[config.mk]
export PLATFORM = sky130hd
export DESIGN_NAME = tdcop_interp
export DESIGN_NICKNAME = d
export VERILOG_FILES = /design/src/core/tdcop_pkg.sv /design/src/core/tdcop_interp.sv
export SDC_FILE = /design/constraint.sdc
export NUM_CORES = 1
export LEC_CHECK = 0
export ABC_AREA = 1
export BUFFER_PORTS_ARGS = -buffer_cell sky130_fd_sc_hd__buf_2
export CELL_PAD_IN_SITES_DETAIL_PLACEMENT = 0
export CELL_PAD_IN_SITES_GLOBAL_PLACEMENT = 1
export CORE_UTILIZATION = 30
export CTS_CLUSTER_DIAMETER = 100
export DETAILED_ROUTE_END_ITERATION = 10
export GPL_TIMING_DRIVEN = 0
export PLACE_DENSITY_LB_ADDON = 0.1
export SYNTH_ARGS = -nofsm -noshare
export SYNTH_HDL_FRONTEND = slang
export SYNTH_SLANG_ARGS = --single-unit
[constraint.sdc]
create_clock -name clk_i -period 3.1 [get_ports clk_i]
set_input_delay 0.465 -clock clk_i [delete_from_list [all_inputs] [get_ports clk_i]]
set_output_delay 0.465 -clock clk_i [all_outputs]
set_load 0.005 [all_outputs]
[src/core/tdcop_pkg.sv]
// Shared constants and carriers for the readout opcode interpreter.
package tdcop_pkg;

  // ---------------------------------------------------------------
  // Bus register offsets
  // ---------------------------------------------------------------
  localparam logic [7:0] ADR_CMD = 8'h00;
  localparam logic [7:0] ADR_STAT = 8'h04;
  localparam logic [7:0] ADR_CFG = 8'h08;

  // ---------------------------------------------------------------
  // Opcode high bytes
  // ---------------------------------------------------------------
  localparam logic [7:0] OP_RD_RES = 8'h26;
  localparam logic [7:0] OP_SET_DEAD = 8'h28;
  localparam logic [7:0] OP_RD_DEAD = 8'h29;
  localparam logic [7:0] OP_HT_ON = 8'h30;
  localparam logic [7:0] OP_HT_OFF = 8'h31;
  localparam logic [7:0] OP_RD_HT = 8'h32;
  localparam logic [7:0] OP_SET_LIM = 8'h33;
  localparam logic [7:0] OP_RD_LIM = 8'h34;
  localparam logic [7:0] OP_MARK_ON = 8'h35;
  localparam logic [7:0] OP_MARK_OFF = 8'h36;
  localparam logic [7:0] OP_BYP_ON = 8'h37;
  localparam logic [7:0] OP_BYP_OFF = 8'h38;
  localparam logic [7:0] OP_SET_ERRT = 8'h39;
  localparam logic [7:0] OP_RD_ERRT = 8'h3a;
  localparam logic [7:0] OP_SET_BUF = 8'h3b;
  localparam logic [7:0] OP_RD_BUF = 8'h3c;
  localparam logic [7:0] OP_CH_ON = 8'h40;
  localparam logic [7:0] OP_CH_OFF = 8'h41;
  localparam logic [7:0] OP_ALL_ON = 8'h42;
  localparam logic [7:0] OP_ALL_OFF = 8'h43;

  // ---------------------------------------------------------------
  // Field positions and codes
  // ---------------------------------------------------------------
  localparam int STAT_WAIT_DATA = 0;
  localparam int STAT_RESP_RDY = 1;
  localparam int STAT_PAIR = 2;
  localparam logic [1:0] EDGE_PAIR = 2'h0;
  localparam logic [3:0] LIM_NONE = 4'h9;
  localparam logic [15:0] SIZE_ERR_WORD = 16'h1000;

  // ---------------------------------------------------------------
  // Reset values
  // ---------------------------------------------------------------
  localparam logic [1:0] RST_EDGE = 2'h3;
  localparam logic [1:0] RST_LT_RES = 2'h3;
  localparam logic [2:0] RST_PAIR_LEAD = 3'h0;
  localparam logic [3:0] RST_PAIR_WIDTH = 4'h0;
  localparam logic [1:0] RST_DEAD = 2'h0;
  localparam logic [3:0] RST_LIM = 4'h9;
  localparam logic [2:0] RST_BUF = 3'h7;
  localparam logic [10:0] RST_ERRT = 11'h7ff;

  typedef enum logic [1:0] {
    ST_IDLE,
    ST_WAIT_DATA,
    ST_WAIT_READ
  } tdcop_state_e;

  typedef enum logic [1:0] {
    EV_IDLE,
    EV_ERR,
    EV_TRL
  } tdcop_evt_e;

  // Settings that the interpreter hands to the acquisition logic.
  typedef struct packed {
    logic hdr_trl_en;
    logic err_mark_en;
    logic bypass_en;
    logic [1:0] dead_time;
    logic [3:0] hit_limit;
    logic [10:0] err_type_en;
    logic [2:0] buf_size;
  } tdcop_cfg_s;

endpackage

[src/core/tdcop_interp.sv]
// Opcode interpreter with Wishbone command port and event size guard.
`timescale 1ns/1ps
module tdcop_interp #(
  parameter int NCH = 32
) (
  // Clock, reset and enable
  input wire logic clk_i,
  input wire logic rst_i,
  input wire logic ce_i,
  // Wishbone slave
  input wire logic wb_cyc_i,
  input wire logic wb_stb_i,
  input wire logic wb_we_i,
  input wire logic [7:0] wb_adr_i,
  input wire logic [3:0] wb_sel_i,
  input wire logic [31:0] wb_dat_i,
  output logic [31:0] wb_dat_o,
  output logic wb_ack_o,
  // Settings toward the acquisition logic
  output tdcop_pkg::tdcop_cfg_s cfg_o,
  output logic [NCH-1:0] chan_en_o,
  output logic [1:0] edge_mode_o,
  output logic low_res_o,
  // Event size guard
  input wire logic hit_i,
  input wire logic evt_end_i,
  output logic hit_keep_o,
  output logic size_err_o,
  output logic [15:0] size_err_word_o,
  output logic trailer_o
);

  // ---------------------------------------------------------------
  // State
  // ---------------------------------------------------------------
  typedef struct packed {
    tdcop_pkg::tdcop_state_e st;
    logic [7:0] pend_op;
    logic [15:0] resp;
    logic ack;
    logic [31:0] dat;
    tdcop_pkg::tdcop_cfg_s cfg;
    logic [NCH-1:0] chan_en;
    logic [1:0] edge_mode;
    logic low_res;
    logic [1:0] lt_res;
    logic [2:0] pair_lead;
    logic [3:0] pair_width;
    logic [8:0] hit_cnt;
    logic over;
    tdcop_pkg::tdcop_evt_e ev;
    logic keep;
    logic serr;
    logic trl;
  } tdcop_regs_s;

  tdcop_regs_s q, d;

  // ---------------------------------------------------------------
  // Helpers
  // ---------------------------------------------------------------
  // Largest hit count allowed by a limit code; codes above 8 act as no limit.
  function automatic logic [8:0] tdcop_limit(input logic [3:0] code);
    logic [8:0] r;
    r = 9'h000;
    if (code != 4'h0 && code <= 4'h8) begin
      r = 9'(9'h001 << (code - 4'h1));
    end
    return r;
  endfunction

  function automatic logic tdcop_unlimited(input logic [3:0] code);
    return code > 4'h8;
  endfunction

  function automatic logic tdcop_pair(input logic [1:0] edge_mode, input logic low_res);
    return (edge_mode == tdcop_pkg::EDGE_PAIR) && low_res;
  endfunction

  // Response word of a read opcode.
  function automatic logic [15:0] tdcop_answer(input tdcop_regs_s s, input logic [7:0] op);
    logic [15:0] w;
    w = 16'h0000;
    if (op == tdcop_pkg::OP_RD_RES) begin
      if (tdcop_pair(s.edge_mode, s.low_res)) begin
        w = {4'h0, s.pair_width, 5'h00, s.pair_lead};
      end else begin
        w = {14'h0000, s.lt_res};
      end
    end else if (op == tdcop_pkg::OP_RD_DEAD) begin
      w = {14'h0000, s.cfg.dead_time};
    end else if (op == tdcop_pkg::OP_RD_HT) begin
      w = {15'h0000, s.cfg.hdr_trl_en};
    end else if (op == tdcop_pkg::OP_RD_LIM) begin
      w = {12'h000, s.cfg.hit_limit};
    end else if (op == tdcop_pkg::OP_RD_ERRT) begin
      w = {5'h00, s.cfg.err_type_en};
    end else if (op == tdcop_pkg::OP_RD_BUF) begin
      w = {13'h0000, s.cfg.buf_size};
    end
    return w;
  endfunction

  function automatic logic tdcop_is_read(input logic [7:0] op);
    return op == tdcop_pkg::OP_RD_RES || op == tdcop_pkg::OP_RD_DEAD || op == tdcop_pkg::OP_RD_HT ||
           op == tdcop_pkg::OP_RD_LIM || op == tdcop_pkg::OP_RD_ERRT || op == tdcop_pkg::OP_RD_BUF;
  endfunction

  function automatic logic tdcop_takes_data(input logic [7:0] op);
    return op == tdcop_pkg::OP_SET_DEAD || op == tdcop_pkg::OP_SET_LIM ||
           op == tdcop_pkg::OP_SET_ERRT || op == tdcop_pkg::OP_SET_BUF;
  endfunction

  // ---------------------------------------------------------------
  // Next state
  // ---------------------------------------------------------------
  logic take;
  logic [15:0] word;
  logic [7:0] op;
  logic [7:0] idx;

  always_comb begin
    d = q;
    take = wb_cyc_i && wb_stb_i && !q.ack;
    word = wb_dat_i[15:0];
    op = word[15:8];
    idx = word[7:0];
    d.ack = take;
    d.dat = 32'h0000_0000;
    d.keep = 1'b0;
    d.serr = 1'b0;
    d.trl = 1'b0;

    // Register bus access, acted on in the cycle that raises ack.
    if (take) begin
      if (wb_adr_i == tdcop_pkg::ADR_CMD) begin
        if (wb_we_i && wb_sel_i[1:0] == 2'h3) begin
          case (q.st)
            tdcop_pkg::ST_IDLE: begin
              if (tdcop_takes_data(op)) begin
                d.pend_op = op;
                d.st = tdcop_pkg::ST_WAIT_DATA;
              end else if (tdcop_is_read(op)) begin
                d.resp = tdcop_answer(q, op);
                d.st = tdcop_pkg::ST_WAIT_READ;
              end else if (op == tdcop_pkg::OP_HT_ON) begin
                d.cfg.hdr_trl_en = 1'b1;
              end else if (op == tdcop_pkg::OP_HT_OFF) begin
                d.cfg.hdr_trl_en = 1'b0;
              end else if (op == tdcop_pkg::OP_MARK_ON) begin
                d.cfg.err_mark_en = 1'b1;
              end else if (op == tdcop_pkg::OP_MARK_OFF) begin
                d.cfg.err_mark_en = 1'b0;
              end else if (op == tdcop_pkg::OP_BYP_ON) begin
                d.cfg.bypass_en = 1'b1;
              end else if (op == tdcop_pkg::OP_BYP_OFF) begin
                d.cfg.bypass_en = 1'b0;
              end else if (op == tdcop_pkg::OP_CH_ON) begin
                // Out of range indices are dropped; acquisition is never paused here.
                if (idx < 8'(NCH)) begin
                  d.chan_en[idx[$clog2(NCH)-1:0]] = 1'b1;
                end
              end else if (op == tdcop_pkg::OP_CH_OFF) begin
                if (idx < 8'(NCH)) begin
                  d.chan_en[idx[$clog2(NCH)-1:0]] = 1'b0;
                end
              end else if (op == tdcop_pkg::OP_ALL_ON) begin
                d.chan_en = '1;
              end else if (op == tdcop_pkg::OP_ALL_OFF) begin
                d.chan_en = '0;
              end
            end
            tdcop_pkg::ST_WAIT_DATA: begin
              // The data word comes through the opcode location itself.
              if (q.pend_op == tdcop_pkg::OP_SET_DEAD) begin
                d.cfg.dead_time = word[1:0];
              end else if (q.pend_op == tdcop_pkg::OP_SET_LIM) begin
                d.cfg.hit_limit = word[3:0];
              end else if (q.pend_op == tdcop_pkg::OP_SET_ERRT) begin
                d.cfg.err_type_en = word[10:0];
              end else begin
                d.cfg.buf_size = word[2:0];
              end
              d.st = tdcop_pkg::ST_IDLE;
            end
            default: begin
              // A write while a response is pending is ignored.
              d.st = q.st;
            end
          endcase
        end else if (!wb_we_i) begin
          if (q.st == tdcop_pkg::ST_WAIT_READ) begin
            d.dat = {16'h0000, q.resp};
            d.st = tdcop_pkg::ST_IDLE;
          end
        end
      end else if (wb_adr_i == tdcop_pkg::ADR_STAT) begin
        d.dat[tdcop_pkg::STAT_WAIT_DATA] = q.st == tdcop_pkg::ST_WAIT_DATA;
        d.dat[tdcop_pkg::STAT_RESP_RDY] = q.st == tdcop_pkg::ST_WAIT_READ;
        d.dat[tdcop_pkg::STAT_PAIR] = tdcop_pair(q.edge_mode, q.low_res);
      end else if (wb_adr_i == tdcop_pkg::ADR_CFG) begin
        if (wb_we_i) begin
          if (wb_sel_i[0]) begin
            d.edge_mode = wb_dat_i[1:0];
            d.low_res = wb_dat_i[2];
            d.lt_res = wb_dat_i[5:4];
          end
          if (wb_sel_i[1]) begin
            d.pair_lead = wb_dat_i[10:8];
            d.pair_width = wb_dat_i[15:12];
          end
        end else begin
          d.dat = {16'h0000, q.pair_width, 1'b0, q.pair_lead, 2'h0, q.lt_res, 1'b0, q.low_res, q.edge_mode};
        end
      end
    end

    // Event size guard: hits past the limit are dropped and flagged.
    if (hit_i) begin
      if (tdcop_unlimited(q.cfg.hit_limit) || q.hit_cnt < tdcop_limit(q.cfg.hit_limit)) begin
        d.keep = 1'b1;
        if (q.hit_cnt != 9'h1ff) begin
          d.hit_cnt = q.hit_cnt + 9'h001;
        end
      end else begin
        d.over = 1'b1;
      end
    end
    case (q.ev)
      tdcop_pkg::EV_ERR: begin
        d.serr = 1'b1;
        if (q.cfg.hdr_trl_en) begin
          d.ev = tdcop_pkg::EV_TRL;
        end else begin
          d.ev = tdcop_pkg::EV_IDLE;
        end
      end
      tdcop_pkg::EV_TRL: begin
        d.trl = 1'b1;
        d.ev = tdcop_pkg::EV_IDLE;
      end
      default: begin
        d.ev = tdcop_pkg::EV_IDLE;
      end
    endcase
    if (evt_end_i) begin
      // The error word goes out first so it lands ahead of the trailer.
      if (d.over) begin
        d.ev = tdcop_pkg::EV_ERR;
      end else if (q.cfg.hdr_trl_en) begin
        d.ev = tdcop_pkg::EV_TRL;
      end
      d.hit_cnt = 9'h000;
      d.over = 1'b0;
    end
  end

  // ---------------------------------------------------------------
  // Registers
  // ---------------------------------------------------------------
  always_ff @(posedge clk_i) begin
    if (rst_i) begin
      q.st <= tdcop_pkg::ST_IDLE;
      q.pend_op <= 8'h00;
      q.resp <= 16'h0000;
      q.ack <= 1'b0;
      q.dat <= 32'h0000_0000;
      q.cfg.hdr_trl_en <= 1'b0;
      q.cfg.err_mark_en <= 1'b1;
      q.cfg.bypass_en <= 1'b0;
      q.cfg.dead_time <= tdcop_pkg::RST_DEAD;
      q.cfg.hit_limit <= tdcop_pkg::RST_LIM;
      q.cfg.err_type_en <= tdcop_pkg::RST_ERRT;
      q.cfg.buf_size <= tdcop_pkg::RST_BUF;
      q.chan_en <= '1;
      q.edge_mode <= tdcop_pkg::RST_EDGE;
      q.low_res <= 1'b0;
      q.lt_res <= tdcop_pkg::RST_LT_RES;
      q.pair_lead <= tdcop_pkg::RST_PAIR_LEAD;
      q.pair_width <= tdcop_pkg::RST_PAIR_WIDTH;
      q.hit_cnt <= 9'h000;
      q.over <= 1'b0;
      q.ev <= tdcop_pkg::EV_IDLE;
      q.keep <= 1'b0;
      q.serr <= 1'b0;
      q.trl <= 1'b0;
    end else if (ce_i) begin
      q <= d;
    end
  end

  // ---------------------------------------------------------------
  // Outputs
  // ---------------------------------------------------------------
  assign wb_dat_o = q.dat;
  assign wb_ack_o = q.ack;
  assign cfg_o = q.cfg;
  assign chan_en_o = q.chan_en;
  assign edge_mode_o = q.edge_mode;
  assign low_res_o = q.low_res;
  assign hit_keep_o = q.keep;
  assign size_err_o = q.serr;
  assign size_err_word_o = tdcop_pkg::SIZE_ERR_WORD;
  assign trailer_o = q.trl;

endmodule

# Yosys cells after proc, flatten, opt, wreduce, memory -nomap -nowiden
# Cells that the tools add are included.
# word_totals
regBits	141
in_bits	52
wordCells	209
# classes
n_eq_ne	36
n_lt_le_gt_ge	6
shifts	1
addsub	2
n_bitwise	16
mux	82
n_reduce_logical	42
# op_table
op	count
two-way mux 32 bit	16
== test 8 x 6 -> 1 bit, second input constant	19
two-way mux 55 bit	2
two-way mux 99 bit	1
two-way mux 16 bit	6
two-way mux 12 bit	6
two-way mux 11 bit	5
two-way mux 9 bit	4
AND reduction 7 bit	5
bitwise AND 32 bit	1
== test 8 x 7 -> 1 bit, second input constant	4
NOT 32 bit	1
OR 32 bit	1
two-way mux 29 bit	1
two-way mux 2 bit	12
AND reduction 8 bit	3
two-way mux 20 bit	1
two-way mux 18 bit	1
two-way mux 3 bit	6
AND reduction 16 bit	1
two-way mux 1 bit	14
two-way mux 14 bit	1
nonzero test 2 bit	7
NOT 1 bit	13
other kinds (34)	54

# Logic depth before layout (Yosys ltp)
# depth
depth_word	21
ltp_mapped	15
ltp_nobuf	15

# Worst setup path after synthesis
# OpenSTA, ideal clock, no wires.
# synth_path
kind	register to register
start	reg q (netlist bit cfg_o[16])
end	reg q[14] (netlist name)
arrival_time_ns	1.835
synth_period_minus_slack_ns	1.967
path_slack_ns	1.133
path_stages_with_launch	16
cell_sequence	dfxtp_1 > inv_1 > nor2_1 > nand2_1 > ha_1 > nand2_1 > inv_1 > nand2_1 > nand2_1 > nand2_1 > nand3_1 > nand2_1 > nand2_1 > nand2_1 > nand3_1 > a21oi_1
# synth_via
elab_chain_len	8
# synth_rtl
item	line_no	text
start, declared	tdcop_interp.sv:57	tdcop_regs_s q, d;
subtractor 4 x 1 -> 4 bit (tied with other cells)	tdcop_interp.sv:67	r = 9'(9'h001 << (code - 4'h1));
left shift 1 x 4 -> 9 bit / logical AND 1 bit (equally long branches)	tdcop_interp.sv:67, tdcop_interp.sv:66	
two-way mux 9 bit	tdcop_interp.sv:66	if (code != 4'h0 && code <= 4'h8) begin
two-way mux 9 bit	tdcop_interp.sv:219	if (hit_i) begin
< comparator 9 bit	tdcop_interp.sv:220	if (tdcop_unlimited(q.cfg.hit_limit) || q.hit_cnt < tdcop_limit(q.cfg.hit_limit)) begin
logical OR 1 bit *	tdcop_interp.sv:220	
nonzero test 2 bit (no source line) *	--	
AND reduction 4 bit (no source line) *	--	
# Mark *: on every way between the ends. The rest lies on a longest branch, timed or not. The select of a mux whose other input is x is not followed.
# A chain may end at the register's enable or synchronous reset.

# Worst setup path after layout
# Ends and elaborated chain as after synthesis.

==> flow_summary.rst <==
.. list-table::
   :header-rows: 1

   * - Metric
     - Value
   * - Worst-path clk slew
     - approximately 0.060 ns
   * - R2R depth
     - 13
   * - Core Util, Final
     - a little under two fifths
   * - Leakage power
     - ~4.5 nW
   * - Time the worst path needs with I/O delays and setup
     - about 2.6 ns
   * - Hold slack final
     - between 0.3 and 0.4 ns
   * - Post-synth EDFFs
     - 0
   * - Post-synth cell types
     - 35
   * - Final std cell area, no fill
     - roughly 9100 sq um
   * - Sw frac
     - between 20% and 30%
   * - Total vias in the final route
     - between 7000 and 8000
   * - Status
     - finished clean
   * - Starting density of the core
     - 30.7%
   * - DRC violation count after routing
     - 0
   * - Number of gates resized after CTS
     - 0
   * - Post-synthesis area per instance
     - around 6.6 sq um
   * - Fraction of power consumed by sequential logic
     - 42.3%
   * - Period utilisation layout
     - 84.0%
   * - Via count of the first global-routing pass
     - 7099
   * - Crit-path most repeated cell
     - sky130_fd_sc_hd__nand2_1
   * - Final setup violating endpoints
     - 0
   * - Worst setup EP type
     - flop
   * - Setup crit start
     - cfg_o[16]
   * - Floorplan Core Area
     - between 20000 and 25000 sq um
   * - Power Density
     - 405 nW/um^2
   * - Average wire length per cell after detail routing
     - 15.6 microns
   * - Aggregate global routing overflow
     - 0
   * - Maximum vdd drop
     - 0.257 mV
   * - Worst path arrival time
     - 2.88 ns
   * - Crit start category
     - flop
   * - Reported max-cap violation count
     - 0
   * - Area of the die
     - around 26000 sq um
   * - Number of antenna violations at the first check in global routing
     - 0
   * - First DRT Iteration DRCs
     - about 430
   * - Share of post-route cells with drive strength above 1
     - around 22%
   * - Number of buffer cells added on primary ports
     - approximately 110
   * - Setup slack of the most critical reg-to-reg path
     - 0.49 ns
   * - Total net switching power
     - roughly 950 uW
   * - Largest fanout on the critical path
     - 10
   * - Total stage count of the critical path
     - 13
   * - Buffers and inverters on the worst path
     - 1
   * - Layout area overhead
     - 21.2%
   * - Worst max-slew margin expressed relative to the limit
     - a little over a third
   * - Max Clock Skew
     - 0.0105 ns
   * - Worst Setup Path Type
     - flop to flop
   * - Dominant register cell in the synthesized netlist
     - sky130_fd_sc_hd__dfxtp_1
   * - Final-report max-slew violation count
     - 0
   * - Number of H-tree levels
     - 4
   * - Floorplan row count
     - 57
   * - Chip Width
     - 160 microns
   * - Count of antenna-violating nets left after detailed routing
     - 0
   * - Number of cells produced by synthesis
     - around 1100
   * - Fraction of power consumed by the clock network
     - 51.0%
   * - Netlist Area Pre-Place
     - around 7500 sq um
   * - Comb power frac
     - 6.7%
   * - CTS tree
     - built
   * - Reg-to-reg endpoint
     - q[14]
   * - Clock Tree Root
     - sky130_fd_sc_hd__clkbuf_16
   * - Number of synthesized register bits
     - roughly 120
   * - Cell family with the largest share of critical-path delay
     - simple AND/OR/NAND/NOR gates
   * - List of cells traversed by the critical path
     - inv_1 > nor2_1 > nand2_1 > ha_1 > nand2_1 > nor2_1 > nand3_1 > nand3_1 > nand2_1 > nand2_1 > nand2_1 > nand3_1 > a21oi_1
   * - Setup repair after global routing missed its margin
     - false
   * - Bufs on Longest Clock Path
     - 2
   * - Total CTS buffers
     - 17
   * - Origin of the worst min-delay path
     - wb_dat_i[6]
   * - Maximum operating frequency
     - ~380 MHz
   * - Latest clock arrival within the worst-skew pair
     - 0.42 ns
   * - Cell at the slowest stage of the critical path
     - sky130_fd_sc_hd__dfxtp_1
   * - Final Non-Filler Cells
     - ~1600
   * - Pin count of the biggest net entering global routing
     - 17
   * - TritonCTS Sinks
     - 121
   * - Number of top-level pins
     - between 150 and 200
   * - Total negative slack for setup checks
     - 0 ns
   * - Global-route usage over all layers
     - between 10% and 20%
   * - Proportion of register bits with asynchronous set or reset after synthesis
     - 0%
   * - End point of the critical path
     - q[14]
   * - Least-Margin Pin Slew
     - 0.963 ns
   * - Routed vias/inst
     - 4.66
   * - Class of the tightest hold or removal check
     - input pin to flop
   * - Wire length of the first global-routing pass
     - 39600 microns
   * - N_diodes
     - 0
   * - Final hold violation count
     - 0
   * - Slowest Stage Delay on Critical Path
     - 0.40 ns
   * - Total wire length
     - approximately 25000 microns
   * - Instance area after placement
     - roughly 8600 sq um
   * - Last weighted congestion value of the routability-driven placer
     - 0.880
   * - Net count, final
     - between 1000 and 1500
   * - Count of TritonRoute iterations in the first routing pass
     - 5
   * - Detailed placer's ending HPWL
     - slightly below 20000 microns
   * - Yosys Warn Count
     - 0
   * - R2R Path Start
     - cfg_o[16]
   * - Die Height
     - 160 microns
   * - Cell internal pwr
     - 2.74 mW
   * - Sequential-to-total area share from yosys stat
     - around a third
   * - Critical path required time
     - between 3 and 4 ns
   * - Total instance count after detailed placement
     - about 1600
   * - Number of buffers inserted to repair setup after CTS
     - 0
   * - Hold buffers post-CTS
     - 0
[final cells by class]
class                           instances  area (sq um)
Buffer                                150          1010
Clock buffer                           19           443
Clock inverter                         12           103
Fill cell                            2713         15300
Inverter                              122           459
Multi-Input combinational cell        781          3750
Sequential cell                       121          2420
Tap cell                              324           405
Timing Repair Buffer                  106           531
[per-layer routing]
| metal | global-route usage [%] | routed length, microns | part of all wire [%] |
|---|---|---|---|
| met1 | 26.3 | 12000 | 47 |
| met2 | 33.3 | 12000 | 47 |
| met3 | 2.69 | 1100 | 4.3 |
| met4 | 5.84 | 336 | 1.3 |
| met5 | 0 | 0 | 0 |
[worst reg2reg max path, cell delays in order (launching register included)]
cell and delay, ns:
sky130_fd_sc_hd__dfxtp_1 0.40, sky130_fd_sc_hd__inv_1 0.13, sky130_fd_sc_hd__nor2_1 0.22, sky130_fd_sc_hd__nand2_1 0.10, sky130_fd_sc_hd__ha_1 0.30, sky130_fd_sc_hd__nand2_1 0.05
sky130_fd_sc_hd__nor2_1 0.13, sky130_fd_sc_hd__nand3_1 0.09, sky130_fd_sc_hd__nand3_1 0.12, sky130_fd_sc_hd__nand2_1 0.08, sky130_fd_sc_hd__nand2_1 0.29, sky130_fd_sc_hd__nand2_1 0.34
sky130_fd_sc_hd__nand3_1 0.16, sky130_fd_sc_hd__a21oi_1 0.07
[synth_stat cells (17+ instances only)]
cell type	instances	share of area (%)
sky130_fd_sc_hd__buf_2	17	1.1
sky130_fd_sc_hd__nand4_1	40	3.3
sky130_fd_sc_hd__inv_1	110	5.5
sky130_fd_sc_hd__buf_4	107	11
sky130_fd_sc_hd__dfxtp_1	121	32
sky130_fd_sc_hd__clkbuf_1	22	1.1
sky130_fd_sc_hd__nand2_1	267	13
sky130_fd_sc_hd__o21ai_0	46	3.1
sky130_fd_sc_hd__o211ai_1	22	2.2
sky130_fd_sc_hd__nor2_1	98	4.9
sky130_fd_sc_hd__nand3_1	136	9.1
sky130_fd_sc_hd__a21oi_1	71	4.7
[cell families after synthesis]
family	synth area share, %
buffers and inverters	19.5
other	0.0999
DFF	32.2
adders and majority gates	1.66
and+or+nand+nor	34.7
AOI/OAI and AO/OA	11.8
[per-stage QoR]
| step | power [mW] | setup slack, ns |
|---|---|---|
| floorplan | 1.75 | 1.13 |
| global placement | 1.84 | 0.458 |
| detailed placement | 1.84 | 0.464 |
| CTS | 3.73 | 0.456 |
| global route | 3.82 | 0.209 |
| finish | 3.69 | 0.495 |
[power by group through the flow]
| stage | Sequential, mW | Combinational [mW] | Clock, mW |
|---|---|---|---|
| after floorplan | 1.60 | 0.151 | 0 |
| after CTS | 1.56 | 0.248 | 1.92 |
| after global placement | 1.60 | 0.249 | 0 |
| final | 1.56 | 0.248 | 1.88 |
| after detailed placement | 1.60 | 0.247 | 0 |
| after global routing | 1.56 | 0.272 | 1.99 |
[worst min-delay path by stage]
stage	to	slack [ns]	cells after the start
global placement	q[138]	0.45	2
global route	cfg_o[9]	0.35	3
CTS	cfg_o[9]	0.34	3
finish	cfg_o[9]	0.34	3
detailed placement	q[138]	0.45	2
floorplan	q[137]	0.44	2
[layout by cell type, fill, tap and decap left out, types with 22 or more instances in the layout]
cell type / n
sky130_fd_sc_hd__clkbuf_1: 23
sky130_fd_sc_hd__o211ai_1: 22
sky130_fd_sc_hd__nand3_1: 136
sky130_fd_sc_hd__o21ai_0: 46
sky130_fd_sc_hd__a21oi_1: 71
sky130_fd_sc_hd__nand2_1: 267
sky130_fd_sc_hd__inv_1: 110
sky130_fd_sc_hd__nand4_1: 40
sky130_fd_sc_hd__buf_2: 123
sky130_fd_sc_hd__dfxtp_1: 121
sky130_fd_sc_hd__conb_1: 33
sky130_fd_sc_hd__nor2_1: 98
sky130_fd_sc_hd__buf_4: 107
[state kept, by name, indices dropped and copies added (netlist names)]
register,flops
q,43
chan_en_o,32
cfg_o,23
wb_dat_o,16
edge_mode_o,2
hit_keep_o,1
low_res_o,1
size_err_o,1
trailer_o,1
wb_ack_o,1
Power figures use the tool's default switching activity.
